$ cat config.mk
export PLATFORM = sky130hd
export DESIGN_NAME = iord_space
export DESIGN_NICKNAME = d
export VERILOG_FILES = /design/src/design/iord_pkg.sv /design/src/design/iord_reg.sv /design/src/design/iord_space.sv
export SDC_FILE = /design/constraint.sdc
export NUM_CORES = 1
export LEC_CHECK = 0
export BUFFER_PORTS_ARGS = -buffer_cell sky130_fd_sc_hd__clkbuf_2
export CORE_AREA = 2 2 283 285
export CTS_CLUSTER_DIAMETER = 100
export DETAILED_ROUTE_END_ITERATION = 10
export DIE_AREA = 0 0 285 287
export SLEW_MARGIN = 20
export SYNTH_ARGS = -nofsm -noshare
export SYNTH_HDL_FRONTEND = slang
export SYNTH_SLANG_ARGS = --single-unit
export TNS_END_PERCENT = 100
$ cat constraint.sdc
create_clock -name sys_clk -period 7 [get_ports sys_clk]
set_input_delay 0.35 -clock sys_clk [delete_from_list [all_inputs] [get_ports sys_clk]]
set_output_delay 0.35 -clock sys_clk [all_outputs]
set_load 0.005 [all_outputs]
$ cat src/design/iord_pkg.sv
// ****************************************
// io register space constants and types
// ****************************************
package iord_pkg;
	localparam int DW = 8;
	localparam int IOAW = 6;
	localparam int DAW = 8;
	// io space window and data-space view
	localparam logic [7:0] IO_LAST = 8'h3f;
	localparam logic [7:0] BIT_LAST = 8'h1f;
	localparam logic [7:0] DATA_OFS = 8'h20;
	localparam logic [7:0] EXT_FIRST = 8'h60;
	// register offsets in io space
	localparam logic [5:0] A_PORT_A_INPUT_PINS = 6'h00;
	localparam logic [5:0] A_DIRA = 6'h01;
	localparam logic [5:0] A_OUTA = 6'h02;
	localparam logic [5:0] A_PORT_B_INPUT_PINS = 6'h03;
	localparam logic [5:0] A_DIRB = 6'h04;
	localparam logic [5:0] A_OUTB = 6'h05;
	localparam logic [5:0] A_PORT_C_INPUT_PINS = 6'h06;
	localparam logic [5:0] A_DIRC = 6'h07;
	localparam logic [5:0] A_OUTC = 6'h08;
	localparam logic [5:0] A_PORT_D_INPUT_PINS = 6'h09;
	localparam logic [5:0] A_DIRD = 6'h0a;
	localparam logic [5:0] A_OUTD = 6'h0b;
	localparam logic [5:0] A_TMF0 = 6'h15;
	localparam logic [5:0] A_TMF1 = 6'h16;
	localparam logic [5:0] A_TMF2 = 6'h17;
	localparam logic [5:0] A_TMF3 = 6'h18;
	localparam logic [5:0] A_PCF = 6'h1b;
	localparam logic [5:0] A_EXF = 6'h1c;
	localparam logic [5:0] A_SCR0 = 6'h1e;
	localparam logic [5:0] A_EECTL = 6'h1f;
	localparam logic [5:0] A_EEDAT = 6'h20;
	localparam logic [5:0] A_EEADL = 6'h21;
	localparam logic [5:0] A_EEADH = 6'h22;
	localparam logic [5:0] A_TGCTL = 6'h23;
	localparam logic [5:0] A_T0CA = 6'h24;
	localparam logic [5:0] A_T0CB = 6'h25;
	localparam logic [5:0] A_T0CNT = 6'h26;
	localparam logic [5:0] A_T0CMA = 6'h27;
	localparam logic [5:0] A_T0CMB = 6'h28;
	localparam logic [5:0] A_SCR1 = 6'h2a;
	localparam logic [5:0] A_SCR2 = 6'h2b;
	localparam logic [5:0] A_SPCTL = 6'h2c;
	localparam logic [5:0] A_SPST = 6'h2d;
	localparam logic [5:0] A_SPBUF = 6'h2e;
	localparam logic [5:0] A_ACMP = 6'h30;
	localparam logic [5:0] A_DBG = 6'h31;
	// implemented-bit masks, reserved bits read zero
	localparam logic [7:0] M_ALL = 8'hff;
	localparam logic [7:0] M_TMF0 = 8'h07;
	localparam logic [7:0] M_TMF13 = 8'h27;
	localparam logic [7:0] M_TMF2 = 8'h07;
	localparam logic [7:0] M_PCF = 8'h0f;
	localparam logic [7:0] M_EXF = 8'h07;
	localparam logic [7:0] M_EECTL = 8'h3f;
	localparam logic [7:0] M_EEADH = 8'h0f;
	localparam logic [7:0] M_TGCTL = 8'h83;
	localparam logic [7:0] M_T0CA = 8'hf3;
	localparam logic [7:0] M_T0CB = 8'hcf;
	localparam logic [7:0] M_SPST = 8'hc1;
	localparam logic [7:0] W1C_SPST = 8'hc0;
	localparam logic [7:0] W1C_ACMP = 8'h10;
	localparam logic [7:0] RO_ACMP = 8'h20;
	localparam logic [7:0] RST_VAL = 8'h00;
	// one core access to the io space
	typedef enum logic [2:0] {
		IORD_NONE, IORD_IN, IORD_OUT, IORD_LOAD, IORD_SAVE,
		IORD_BSET, IORD_BCLR, IORD_BTEST
	} iord_op_t;
	typedef struct packed {
		iord_op_t op;
		logic [7:0] addr;
		logic [2:0] bitSel;
		logic [7:0] wdata;
	} iord_req_t;
	typedef struct packed {
		logic [7:0] rdata;
		logic bitVal;
		logic hit;
	} iord_rsp_t;
endpackage : iord_pkg

$ cat src/design/iord_reg.sv
`timescale 1ns/1ns
// ****************************************
// one register: plain bits, w1c flags, hardware sets
// ****************************************
module iord_reg #(
	parameter logic [7:0] MASK = 8'hff,
	parameter logic [7:0] W1C = 8'h00,
	parameter logic [7:0] RO = 8'h00
) (
	input wire logic sys_clk,
	input wire logic rst,
	input wire logic wrEn,
	input wire logic [7:0] wrData,
	input wire logic [7:0] hwSet,
	input wire logic [7:0] hwVal,
	output logic [7:0] value
);
	logic [7:0] val_ff;
	logic [7:0] nxt_val;
	wire [7:0] plainMask = MASK & ~W1C & ~RO;
	wire [7:0] clrMask = wrEn ? (wrData & W1C) : 8'h00;
	wire [7:0] plainNew = wrEn ? wrData : val_ff;
	// flags: set beats a same-cycle clear
	assign nxt_val = (((plainNew & plainMask)
		| (val_ff & W1C & ~clrMask) | (hwSet & W1C))
		| (hwVal & RO)) & MASK;
	// state
	always_ff @(posedge sys_clk)
	begin
		if (rst)
			val_ff <= iord_pkg::RST_VAL;
		else
			val_ff <= nxt_val;
	end
	assign value = val_ff;
endmodule : iord_reg

$ cat src/design/iord_space.sv
`timescale 1ns/1ns
module iord_space (
	input wire logic sys_clk,
	input wire logic rst,
	input wire iord_pkg::iord_req_t req,
	output iord_pkg::iord_rsp_t rsp,
	input wire logic [7:0] port_a_input_pins,
	input wire logic [7:0] port_b_input_pins,
	input wire logic [7:0] port_c_input_pins,
	input wire logic [7:0] port_d_input_pins,
	input wire logic [7:0] tmr0Set,
	input wire logic [7:0] tmr1Set,
	input wire logic [7:0] tmr2Set,
	input wire logic [7:0] tmr3Set,
	input wire logic [7:0] pcSet,
	input wire logic [7:0] extSet,
	input wire logic [7:0] spiSet,
	input wire logic [7:0] acmpSet,
	input wire logic acmpOut,
	output logic [7:0] dirA,
	output logic [7:0] outA,
	output logic [7:0] dirB,
	output logic [7:0] outB,
	output logic [7:0] dirC,
	output logic [7:0] outC,
	output logic [7:0] dirD,
	output logic [7:0] outD,
	output logic [7:0] regFileView [0:63],
	output logic extSel,
	output logic [7:0] extAddr
);
	// ****************************************
	// address decode
	// ****************************************
	// io-instruction forms carry the io address directly
	wire isIo = req.op == iord_pkg::IORD_IN
		|| req.op == iord_pkg::IORD_OUT;
	wire isBit = req.op == iord_pkg::IORD_BSET
		|| req.op == iord_pkg::IORD_BCLR
		|| req.op == iord_pkg::IORD_BTEST;
	wire isData = req.op == iord_pkg::IORD_LOAD
		|| req.op == iord_pkg::IORD_SAVE;
	// data view is shifted by the fixed offset
	wire [7:0] dataIoAddr = req.addr - iord_pkg::DATA_OFS;
	wire dataInIo = req.addr >= iord_pkg::DATA_OFS
		&& req.addr < iord_pkg::EXT_FIRST;
	wire ioInRange = req.addr <= iord_pkg::IO_LAST;
	wire bitInRange = req.addr <= iord_pkg::BIT_LAST;
	wire ioHit = (isIo && ioInRange) || (isData && dataInIo)
		|| (isBit && bitInRange);
	wire [5:0] ioAddr = isData ? dataIoAddr[5:0] : req.addr[5:0];
	// extended space is for load/save only
	assign extSel = isData && req.addr >= iord_pkg::EXT_FIRST;
	assign extAddr = req.addr;
	// ****************************************
	// read side of the register file
	// ****************************************
	logic [7:0] regs [0:63];
	logic [7:0] curVal;
	assign curVal = regs[ioAddr];
	assign regFileView = regs;
	// bit op = read, modify one bit, write whole register back
	wire [7:0] bitMask = 8'h01 << req.bitSel;
	wire [7:0] rmwVal = req.op == iord_pkg::IORD_BSET
		? (curVal | bitMask) : (curVal & ~bitMask);
	wire bitWr = (req.op == iord_pkg::IORD_BSET
		|| req.op == iord_pkg::IORD_BCLR) && bitInRange;
	wire plainWr = (req.op == iord_pkg::IORD_OUT && ioInRange)
		|| (req.op == iord_pkg::IORD_SAVE && dataInIo);
	wire wrAny = bitWr || plainWr;
	wire [7:0] wrData = bitWr ? rmwVal : req.wdata;
	// ****************************************
	// registers
	// ****************************************
	localparam int NREG = 33;
	localparam logic [5:0] ADDRS [0:NREG-1] = '{
		iord_pkg::A_DIRA, iord_pkg::A_OUTA, iord_pkg::A_DIRB,
		iord_pkg::A_OUTB, iord_pkg::A_DIRC, iord_pkg::A_OUTC,
		iord_pkg::A_DIRD, iord_pkg::A_OUTD, iord_pkg::A_TMF0,
		iord_pkg::A_TMF1, iord_pkg::A_TMF2, iord_pkg::A_TMF3,
		iord_pkg::A_PCF, iord_pkg::A_EXF, iord_pkg::A_SCR0,
		iord_pkg::A_EECTL, iord_pkg::A_EEDAT, iord_pkg::A_EEADL,
		iord_pkg::A_EEADH, iord_pkg::A_TGCTL, iord_pkg::A_T0CA,
		iord_pkg::A_T0CB, iord_pkg::A_T0CNT, iord_pkg::A_T0CMA,
		iord_pkg::A_T0CMB, iord_pkg::A_SCR1, iord_pkg::A_SCR2,
		iord_pkg::A_SPCTL, iord_pkg::A_SPST, iord_pkg::A_SPBUF,
		iord_pkg::A_ACMP, iord_pkg::A_DBG, iord_pkg::A_PORT_A_INPUT_PINS};
	localparam logic [7:0] MASKS [0:NREG-1] = '{
		8'hff, 8'hff, 8'hff, 8'hff, 8'hff, 8'hff, 8'hff, 8'hff,
		iord_pkg::M_TMF0, iord_pkg::M_TMF13, iord_pkg::M_TMF2,
		iord_pkg::M_TMF13, iord_pkg::M_PCF, iord_pkg::M_EXF,
		8'hff, iord_pkg::M_EECTL, 8'hff, 8'hff, iord_pkg::M_EEADH,
		iord_pkg::M_TGCTL, iord_pkg::M_T0CA, iord_pkg::M_T0CB,
		8'hff, 8'hff, 8'hff, 8'hff, 8'hff, 8'hff,
		iord_pkg::M_SPST, 8'hff, 8'hff, 8'hff, 8'h00};
	// w1c sets: timer/pin/ext flag registers whole, SPST and ACMP partial, the rest none
	localparam logic [7:0] W1CS [0:NREG-1] = '{
		8'h00, 8'h00, 8'h00, 8'h00, 8'h00, 8'h00, 8'h00, 8'h00,
		8'hff, 8'hff, 8'hff, 8'hff, 8'hff, 8'hff,
		8'h00, 8'h00, 8'h00, 8'h00, 8'h00, 8'h00, 8'h00, 8'h00,
		8'h00, 8'h00, 8'h00, 8'h00, 8'h00, 8'h00,
		iord_pkg::W1C_SPST, 8'h00, iord_pkg::W1C_ACMP, 8'h00, 8'h00};
	logic [7:0] hwSetV [0:NREG-1];
	logic [7:0] hwValV [0:NREG-1];
	logic [7:0] valV [0:NREG-1];
	// hardware event and status inputs per register
	always_comb
	begin
		for (int i = 0; i < NREG; i++)
		begin
			hwSetV[i] = 8'h00;
			hwValV[i] = 8'h00;
		end
		hwSetV[8] = tmr0Set;
		hwSetV[9] = tmr1Set;
		hwSetV[10] = tmr2Set;
		hwSetV[11] = tmr3Set;
		hwSetV[12] = pcSet;
		hwSetV[13] = extSet;
		hwSetV[28] = spiSet;
		hwSetV[30] = acmpSet;
		hwValV[30] = acmpOut ? iord_pkg::RO_ACMP : 8'h00;
	end
	genvar g;
	generate
		for (g = 0; g < NREG - 1; g++)
		begin : gReg
			iord_reg #(
				.MASK(MASKS[g]),
				.W1C(W1CS[g]),
				.RO(g == 30 ? iord_pkg::RO_ACMP : 8'h00)
			) uReg (
				.sys_clk(sys_clk),
				.rst(rst),
				.wrEn(wrAny && ioAddr == ADDRS[g]),
				.wrData(wrData),
				.hwSet(hwSetV[g]),
				.hwVal(hwValV[g]),
				.value(valV[g])
			);
		end
	endgenerate
	assign valV[NREG-1] = 8'h00;
	// ****************************************
	// map into the 64-entry io space
	// ****************************************
	// pin registers mirror the pins; unmapped slots read zero
	always_comb
	begin
		for (int a = 0; a < 64; a++)
			regs[a] = 8'h00;
		for (int i = 0; i < NREG - 1; i++)
			regs[ADDRS[i]] = valV[i];
		regs[iord_pkg::A_PORT_A_INPUT_PINS] = port_a_input_pins;
		regs[iord_pkg::A_PORT_B_INPUT_PINS] = port_b_input_pins;
		regs[iord_pkg::A_PORT_C_INPUT_PINS] = port_c_input_pins;
		regs[iord_pkg::A_PORT_D_INPUT_PINS] = port_d_input_pins;
	end
	assign dirA = valV[0];
	assign outA = valV[1];
	assign dirB = valV[2];
	assign outB = valV[3];
	assign dirC = valV[4];
	assign outC = valV[5];
	assign dirD = valV[6];
	assign outD = valV[7];
	// ****************************************
	// answer, registered
	// ****************************************
	iord_pkg::iord_rsp_t rsp_ff;
	iord_pkg::iord_rsp_t nxt_rsp;
	assign nxt_rsp.rdata = ioHit ? curVal : 8'h00;
	assign nxt_rsp.bitVal = req.op == iord_pkg::IORD_BTEST
		&& bitInRange && curVal[req.bitSel];
	assign nxt_rsp.hit = ioHit;
	// one-cycle read latency
	always_ff @(posedge sys_clk)
	begin
		if (rst)
			rsp_ff <= '0;
		else
			rsp_ff <= nxt_rsp;
	end
	assign rsp = rsp_ff;
endmodule : iord_space
After elaboration in Yosys (flattened, before gate mapping)

Cells that the tools add are included.

Logic and storage cells: 188
Output and inout port bits: 595
Input port bits: 121
Flip-flop bits (word level): 228

Equality and inequality tests: 39
Reductions and logical operators: 51
Add/sub/neg operators: 1
Shift operators: 1
Bitwise operators: 32
Order comparisons: 7
Mux-type cells: 19

Operators by type and width:

| cell               | count |
|---|---|
| $eq 6x6->1 const B | 16 |
| $bmux 8 s6         | 1 |
| $eq 6x5->1 const B | 8 |
| $mux 8             | 6 |
| $logic_and 1x1->1  | 42 |
| $mux 6             | 4 |
| $not 8->8          | 3 |
| $or 8x8->8         | 3 |
| $eq 6x3->1 const B | 3 |
| $eq 6x4->1 const B | 3 |
| $and 8x8->8        | 2 |
| $and 6x6->6        | 2 |
| $eq 3x3->1 const B | 4 |
| $not 6->6          | 2 |
| $or 6x6->6         | 2 |
| $and 3x3->3        | 3 |
| $mux 3             | 3 |
| $not 3->3          | 3 |
| $or 3x3->3         | 3 |
| $and 5x8->8        | 1 |
| $ge 8x6->1 const B | 1 |
| $ge 8x7->1 const B | 1 |
| $le 8x5->1 const B | 1 |
| $le 8x6->1 const B | 1 |
| 23 further kinds   | 32 |

Longest topological paths before layout

Gate-level depths: netlist (run 1).

Depth after elaboration: 16
Mapped depth: 12
Gate-level depth less buffers: 8

Cells and area by module

From an unflattened synthesis (run 1), not the netlist that was laid out.

Cells, all modules: 1566
Area, all modules: 14148.6 um2

By module, submodules not included:

| module                        | area each (um2) | cells each | times used | seq. area each (um2) |
|---|---|---|---|---|
| iord_space                    | 6288.5          | 813        | 1          | 200.2 |
| iord_reg at gReg[0].uReg ...  | 285.3           | 26         | 19         | 160.2 |
| iord_reg at gReg[15].uReg ... | 232.7           | 22         | 3          | 120.1 |
| iord_reg at gReg[11].uReg ... | 178.9           | 21         | 3          | 80.1 |
| iord_reg at gReg[10].uReg ... | 150.1           | 18         | 3          | 60.1 |
| iord_reg at gReg[30].uReg     | 290.3           | 26         | 1          | 160.2 |
| iord_reg at gReg[18].uReg     | 173.9           | 18         | 1          | 80.1 |
| iord_reg at gReg[28].uReg     | 147.6           | 17         | 1          | 60.1 |
| iord_reg at gReg[19].uReg     | 142.6           | 15         | 1          | 60.1 |

Least setup slack after synthesis (run 1)

No wires, ideal clock.

Kind: input port to flip-flop
Start point: input port req[19] in the netlist's numbering
End point: register gReg[13].uReg.val_ff[2]
Setup time: 132 ps
Slack: 4391 ps
Arrival: 2476 ps
Cell stages on the path: 12
Buffers on the path: 4
Required time: 6868 ps
Cells stage by stage: buf_4 -> and3b_1 -> o21a_1 -> buf_6 -> or3_1 -> buf_4 -> a31oi_2 -> a2111oi_2 -> o21a_1 -> buf_6 -> o41ai_2 -> a21oi_1

Cells in the longest elaborated chain, start to end: 14
Elaborated cells between the ends (all ways): 27
Classes of those cells: 6 x eq/ne; 7 x mux; 6 x bitwise; 8 x reduce/logical

Ends and longest elaborated chain:

| what                                       | line                                                 | source |
|---|---|---|
| from (decl)                                | iord_space.sv:5                                      | `input wire iord_pkg::iord_req_t req,` |
| $eq 3x2->1 or $eq 3x3->1 (tied branches)   | iord_space.sv:41, iord_space.sv:42, iord_space.sv:69 |  |
| $logic_or 1x1->1                           | iord_space.sv:42                                     | `\|\| req.op == iord_pkg::IORD_SAVE;` |
| $mux 6                                     | iord_space.sv:51                                     | `wire [5:0] ioAddr = isData ? dataIoAddr[5:0] : req.addr[5:0];` |
| $not 6->7 (not written as such)            | iord_space.sv:60                                     | `assign curVal = regs[ioAddr];` |
| $bmux 8 s6                                 | iord_space.sv:60                                     |  |
| $mux 8 (not written as such) (2 in series) | iord_space.sv:60                                     |  |
| $and 8x8->8 or $or 8x8->8 (tied branches)  | iord_space.sv:65                                     | `? (curVal \| bitMask) : (curVal & ~bitMask);` |
| $mux 8                                     | iord_space.sv:65                                     |  |
| $mux 8                                     | iord_space.sv:71                                     | `wire [7:0] wrData = bitWr ? rmwVal : req.wdata;` |
| $mux 3 *                                   | iord_reg.sv:21                                       | `wire [7:0] clrMask = wrEn ? (wrData & W1C) : 8'h00;` |
| $not 3->3 *                                | iord_reg.sv:25                                       | `\| (val_ff & W1C & ~clrMask) \| (hwSet & W1C))` |
| $and 3x3->3 *                              | iord_reg.sv:25                                       |  |
| $or 3x3->3 *                               | iord_reg.sv:25                                       |  |
| to (signal assigned)                       | iord_reg.sv:31                                       | `val_ff <= iord_pkg::RST_VAL;` |
| to (signal assigned)                       | iord_reg.sv:33                                       | `val_ff <= nxt_val;` |
| to (decl)                                  | iord_reg.sv:18                                       | `logic [7:0] val_ff;` |

Mark *: on every way between the ends. The rest lies on a longest branch, timed or not. The select of a mux whose other input is x is not followed.
A chain may end at the register's enable or synchronous reset.

Worst setup path in the final report (run 1)

Start point: input port req[11] in the netlist's numbering
End point: register gReg[11].uReg.val_ff[2]

Cells in the longest elaborated chain, start to end: 13
Elaborated cells between the ends (all ways): 26
Classes of those cells: 1 x add/sub; 4 x order compare; 1 x eq/ne; 7 x mux; 6 x bitwise; 7 x reduce/logical

Ends and longest elaborated chain:

| what                                       | line             | source |
|---|---|---|
| $sub 6x6->6                                | iord_space.sv:44 | `wire [7:0] dataIoAddr = req.addr - iord_pkg::DATA_OFS;` |
| $mux 6                                     | iord_space.sv:51 |  |
| $not 6->7 (not written as such)            | iord_space.sv:60 |  |
| $bmux 8 s6                                 | iord_space.sv:60 |  |
| $mux 8 (not written as such) (2 in series) | iord_space.sv:60 |  |
| $and 8x8->8 or $or 8x8->8 (tied branches)  | iord_space.sv:65 |  |
| $mux 8                                     | iord_space.sv:65 |  |
| $mux 8                                     | iord_space.sv:71 |  |
| $mux 6 *                                   | iord_reg.sv:21   |  |
| $not 6->6 *                                | iord_reg.sv:25   |  |
| $and 6x6->6 *                              | iord_reg.sv:25   |  |
| $or 6x6->6 *                               | iord_reg.sv:25   |  |
| to (signal assigned)                       | iord_reg.sv:31   |  |
| to (signal assigned)                       | iord_reg.sv:33   |  |
| to (decl)                                  | iord_reg.sv:18   |  |

Marks and branches as above.

==> results.md, run 1 <==
* Result of the run: complete, no violations
* First-pass GRT wire length at 87.5 mm
* Worst vdd rail ir drop at 0.221 mV
* Pin count of the biggest net entering global routing at 73
* Placeable core region at 78600 sq um
* Routed wire per std cell at 22.8 um
* Time the worst path needs with I/O delays and setup at 4.37 ns
* Actual transition at the worst max-transition pin at 1.16 ns
* Fraction of the yosys area taken by sequential cells at 32.6%
* Clock-pin slew reported for the worst setup and hold paths after clock tree synthesis at 0.06 ns
* Crit path max fanout at 35
* Hold WC Path Type: input pin to register
* Bufs on Longest Clock Path at 3
* Clock buffers created by TritonCTS at 30
* Endpoints failing setup at 0
* I/O pin count at 716
* Setup repair after global routing missed its margin: no
* Ys flop type: dfxtp_1
* GRT overflow at 0
* Share of final-layout standard cells stronger than drive strength 1 at 30.8%
* Overall die area at 81800 sq um
* Weighted congestion reported at the end of routability-driven placement at 0.815
* Clock root buffer master: clkbuf_16
* Top cells by area in the synthesized netlist: dfxtp_1, buf_4, a211oi_1, nor2_1, mux2i_1
* Commonest non-fill, non-tap cell in the layout: clkbuf_2
* Number of remaining DRC errors at 0
* Via count at 11600
* Global Route met2 Usage at 23.6%
* Arrival time worst endpoint at 4.92 ns
* Initial core utilization at 17.1%
* Count of synthesis-stage warnings from yosys at 0
* Number of distinct library cells after synthesis at 80
* Cell count after synthesis at 1544
* Grt peak-use layer: met2
* TritonCTS clock tree: yes
* Layout overhead on the synthesized area at 19.0%
* Source-to-sink clock delay at the later pin of the worst-skew pair at 0.63 ns
* Final non-filler cell total at 2893
* Number of nets in the finished design at 1941
* TritonRoute pass-1 iters at 5
* Number of diodes added for antenna fixing at 0
* Depth of the CTS H-tree at 1
* Sum of negative setup slack at 0 ns
* Post-DRT Antenna Nets at 0
* Number of antenna violations at the first check in global routing at 1
* Clock skew after layout at 0.0592 ns
* Critical path type: input pin to register
* Number of sinks handled by clock tree synthesis at 219
* Maximum clock frequency at 229 MHz
* X dimension of the die at 285 um
* Worst EP required at 7.55 ns
* Number of endpoints with negative hold slack in the final report at 0
* Mapped Avg Cell Area at 8.70 sq um
* Met1 Track Usage GR at 20.6%
* Vias per cell at 4.02
* Final instance area at 16000 sq um
* Final-report max-slew violation count at 0
* Worst Setup Start Kind: input pin
* Chip Height at 287 um
* Global router's overall resource usage at 15.2%
* Row Count at 103
* Iter 0 DRT Violations at 823
* Share of flip-flops with an asynchronous set or reset after synthesis at 0%
* Post-CTS setup repair buffer count at 0
* Leak pwr at 6.72 nW
* PnR worst setup slack at 2.63 ns
* Type of destination of the critical path: register
* Commonest cells after routing, fill and taps aside: clkbuf_2, conb_1, nor2_1
* Mapped cell area at 13400 sq um
* Share of the synthesized area in the top cell type at 32.6%
* PD cells at 201 nW/um^2
* Final worst path period share at 62.4%
* Instance area at placement at 14700 sq um
* FF+latch count, synth at 219
* Post-layout util at 20.3%
* GR met3 Demand/Resource at 3.96%
* Area leader, netlist: dfxtp_1
* Worst slack after detailed placement at 1.91 ns
* I/O Buffers at 404
* Number of max-cap violations at 0
* Number of global-route vias before repair at 10300
* Placed Instances at 2813
* Half-perimeter wire length after detailed placement at 51.0 mm
* Worst slew slack as a fraction of its limit at 22.3%
* Final WL at 65.8 mm
* Number of synthesized flops with an enable pin at 0
-- flip-flops by register name, indices dropped and copies added (netlist names) --
signal and cells:
gReg.uReg.value 209, rsp 10
-- worst paths after layout --
kind	from	end	slack, ns	depth (start not counted)
worst max-delay path	req[11]	gReg[11].uReg.value[2]	2.63	10
worst min-delay path	rst	gReg[4].uReg.value[4]	0.20	2
worst max register to register	gReg[13].uReg.value[2]	gReg[11].uReg.value[2]	3.15	9
worst min register to register	gReg[23].uReg.value[4]	gReg[23].uReg.value[4]	0.50	2
-- kinds of logic (layout without fill, tap and decap cells) --
kind of cell	count (synthesis)	in the layout	share of synthesized area (%)
simple gates	390	390	13.6
mux	120	120	11.1
buf+inv	502	531	25.6
flops	219	219	32.6
xor+xnor	2	2	0.130
compound gates	310	310	16.9
other cells	1	271	0.0279
-- layer usage --
layer / share of wire (%) / wire length [um] / vias up
met1: 44 / 28700 / 5611
met3: 8.8 / 5780 / 68
met5: 0.018 / 12 / -
met4: 3.0 / 1950 / 2
li1: - / - / 5359
met2: 45 / 29400 / 581
-- where the power goes --
part | leakage, nW | switching, W | internal (W) | total [W]
combinational | 4.47 | 0.000288 | 0.000116 | 0.000404
clock | 0.485 | 0.000679 | 0.000864 | 0.00154
sequential | 1.77 | 0.0000142 | 0.00126 | 0.00127
-- stage by stage --
step	total power, W	hold WS (ns)
after global routing	0.00334	0.249
final	0.00322	0.201
after detailed placement	0.00169	0.485
after CTS	0.00326	0.182
after floorplan	0.00163	0.461
after global placement	0.00169	0.481
-- cells in the mapped netlist, drive strengths merged, types with 4 or more instances --
master	count
buf	439
nor2	223
dfxtp	219
a211oi	140
mux2i	77
nand2	50
clkbuf	45
a21oi	40
o21ai	36
nor3	27
mux2	22
mux4	21
nor4	18
inv	16
nor2b	16
nand2b	13
nand3	13
a31oi	12
and3	7
or3	7
a221o	6
a221oi	6
nand4	6
o22ai	6
o31ai	6
a22o	5
a2bb2oi	5
a31o	5
a32oi	4
o21a	4
-- final cells by class --
class                           count  area [sq um]
Inverter                           18          67.6
Fill cell                        8772         62600
Timing Repair Buffer              458          2500
Tap cell                         1050          1310
Clock inverter                     19           174
Clock buffer                       36           803
Multi-Input combinational cell   1093          6740
Sequential cell                   219          4380
-- worst max-delay path: stages --
cell       delay, ns
buf_4           0.44
clkinv_1        0.72
a221o_1         0.54
a32oi_1         0.39
a21oi_1         0.17
a2111oi_2       0.78
o21a_1          0.84
buf_4           0.35
o21ai_0         0.11
a21oi_1         0.17
-- what timing repair did --
item | CTS | global route
hold buffers | 25 | 0
resized for setup | 0 | 0
endpoints found under the hold margin | 25 | 0
Note: power is estimated with default switching activity, not from simulation.
==> run 2: changes to the inputs <==
CORE_AREA = 2 2 282 284   (was 2 2 283 285)
DIE_AREA = 0 0 284 286   (was 0 0 285 287)
clock period = 3.7 ns   (was 7 ns; I/O delays follow)
==> run 2 against run 1 <==
Compared with the run above: power rose by 91%; clock-buffer cell count unchanged; register-to-register slack worse by 2.5 ns; non-clock buffer count rose by 52; global-route usage decreased by 0.15 points; die area decreased by 0.70%; cell count rose by 1.7%; core utilization up 0.66 points; setup slack lost 2.0 ns; critical path depth shrank 1.
==> results.md, run 2 (synthesized netlist as in run 1, its figures left out) <==
* Clock root buffer master: clkbuf_16
* Type of destination of the critical path: register
* Share of final-layout standard cells stronger than drive strength 1 at 32.5% (+1.7 points)
* Placeable core region at 78400 sq um (-0.33%)
* Number of endpoints with negative hold slack in the final report at 0 (unchanged)
* Maximum clock frequency at 331 MHz
* Critical path type: register to register
* Vias per cell at 3.98 (-0.89%)
* Result of the run: complete, no violations
* Commonest cells after routing, fill and taps aside: clkbuf_2, conb_1, nor2_1
* Clock buffers created by TritonCTS at 28 (-6.7%)
* Commonest non-fill, non-tap cell in the layout: clkbuf_2
* Depth of the CTS H-tree at 1 (unchanged)
* Bufs on Longest Clock Path at 3 (unchanged)
* Worst slack after detailed placement at 0.141 ns (-1.77 ns)
* Final-report max-slew violation count at 0 (unchanged)
* Final worst path period share at 81.7%
* Worst vdd rail ir drop at 0.320 mV (+45%)
* Half-perimeter wire length after detailed placement at 51.7 mm (+1.5%)
* Via count at 11700 (+0.76%)
* Area of all sequential standard cells at 4380 sq um (unchanged)
* Number of flip-flops in the largest register at 209 (unchanged)
* Clock-pin slew reported for the worst setup and hold paths after clock tree synthesis at 0.06 ns (about the same)
* Worst slew slack as a fraction of its limit at 34.3% (+12 points)
* Crit path max fanout at 11 (-69%)
* Leak pwr at 6.97 nW (+3.6%)
* R2r startpoint: gReg[21].uReg.value[6]
* PD cells at 375 nW/um^2 (+86%)
* Global router's overall resource usage at 15.0% (-0.15 points)
* Time the worst path needs with I/O delays and setup at 3.02 ns
* Initial core utilization at 17.1% (+0.056 points)
* Number of sinks handled by clock tree synthesis at 219 (unchanged)
* Sum of negative setup slack at 0 ns (unchanged)
* Critical Path Start: gReg[21].uReg.value[6]
* Source-to-sink clock delay at the later pin of the worst-skew pair at 0.62 ns (about the same)
* Endpoints failing setup at 0 (unchanged)
* I/O pin count at 716 (unchanged)
* Number of max-cap violations at 0 (unchanged)
* Iter 0 DRT Violations at 1017 (+24%)
* X dimension of the die at 284 um (-0.35%)
* Chip Height at 286 um (-0.35%)
* Actual transition at the worst max-transition pin at 0.985 ns (-0.171 ns)
* Final WL at 65.0 mm (-1.3%)
* Arrival time worst endpoint at 3.42 ns (-1.50 ns)
* PnR worst setup slack at 0.676 ns (-1.95 ns)
* Pin count of the biggest net entering global routing at 109 (+49%)
* Number of remaining DRC errors at 0 (unchanged)
* Post-DRT Antenna Nets at 0 (unchanged)
* TritonCTS clock tree: yes
* Overall die area at 81200 sq um (-0.70%)
* Multi-input logic area at 6720 sq um (-0.35%)
* Worst Setup Start Kind: register
* Worst EP required at 4.09 ns (-3.46 ns)
* I/O Buffers at 404 (unchanged)
* Weighted congestion reported at the end of routability-driven placement at 0.865 (+6.1%)
* Origin of the worst min-delay path: req[10]
* Number of global-route vias before repair at 10400 (+0.57%)
* First-pass GRT wire length at 86.6 mm (-1.1%)
* Layout overhead on the synthesized area at 22.4%
* Row Count at 103 (unchanged)
* Number of antenna violations at the first check in global routing at 2 (+1)
* GRT overflow at 0 (unchanged)
* Number of nets in the finished design at 1991 (+2.6%)
* Routed wire per std cell at 22.1 um (-2.9%)
* TritonRoute pass-1 iters at 5 (unchanged)
* Setup repair after global routing missed its margin: no
* Layout fillers at 8694 (-0.89%)
* Clock skew after layout at 0.0658 ns (+0.00666 ns)
* Hold WC Path Type: input pin to register
* Post-cts repair resize count at 0 (unchanged)
-- run 2: critical path, stage by stage, from the launching register on --
cell	delay, ns
dfxtp_1	0.34
mux2_2	0.28
a221o_1	0.33
and3_1	0.19
o311ai_1	0.48
o221ai_1	0.35
a21oi_1	0.25
a2bb2oi_2	0.19
buf_4	0.28
a211oi_1	0.11
-- run 2: layout make-up --
cell class | instances | share of cell area (%)
Clock inverter | 14 | 1.32
Antenna cell | 1 | 0.0152
Timing Repair Buffer | 510 | 18.1
Clock buffer | 36 | 4.69
Multi-Input combinational cell | 1093 | 40.8
Sequential cell | 219 | 26.7
Inverter | 18 | 0.411
Tap cell | 1050 | 7.99
-- run 2: stage by stage --
step	hold slack, ns	power, W	cells	util [%]	instance area (sq um)
after floorplan	0.309	0.00309	1814	-	14500
after global placement	0.399	0.00322	2865	19.4	15200
after detailed placement	0.400	0.00322	2865	19.4	15200
after CTS	0.0414	0.00623	2940	21.0	16400
after global routing	0.0814	0.00639	2940	21.0	16400
final	0.0833	0.00616	2941	21.0	16500
-- run 2: what timing repair did --
item                      in CTS  in global routing
hold buffers                  25                  0
hold endpoints to repair      25                  0
setup buffers                  0                  0
-- run 2: metal layers --
metal | up-vias | GRT usage (%) | share of wire (%)
met1 | 5644 | 19.9 | 44
li1 | 5450 | - | -
met3 | 60 | 4.42 | 8.2
met2 | 551 | 23.9 | 46
met4 | 4 | 3.61 | 2.4
met5 | - | 0 | 0.035
-- run 2: path summary, 6_finish.rpt --
path	end	slack (ns)	depth (start not counted)
worst max-delay path	gReg[6].uReg.value[6]	0.68	9
worst min-delay path	rsp[1]	0.08	3
worst max register to register	gReg[6].uReg.value[6]	0.68	9
worst min register to register	gReg[20].uReg.value[4]	0.47	2
-- run 2: power by group --
| group | switching (W) | internal, W |
|---|---|---|
| clock network | 0.00120 | 0.00176 |
| logic | 0.000535 | 0.000253 |
| registers | 0.0000247 | 0.00238 |
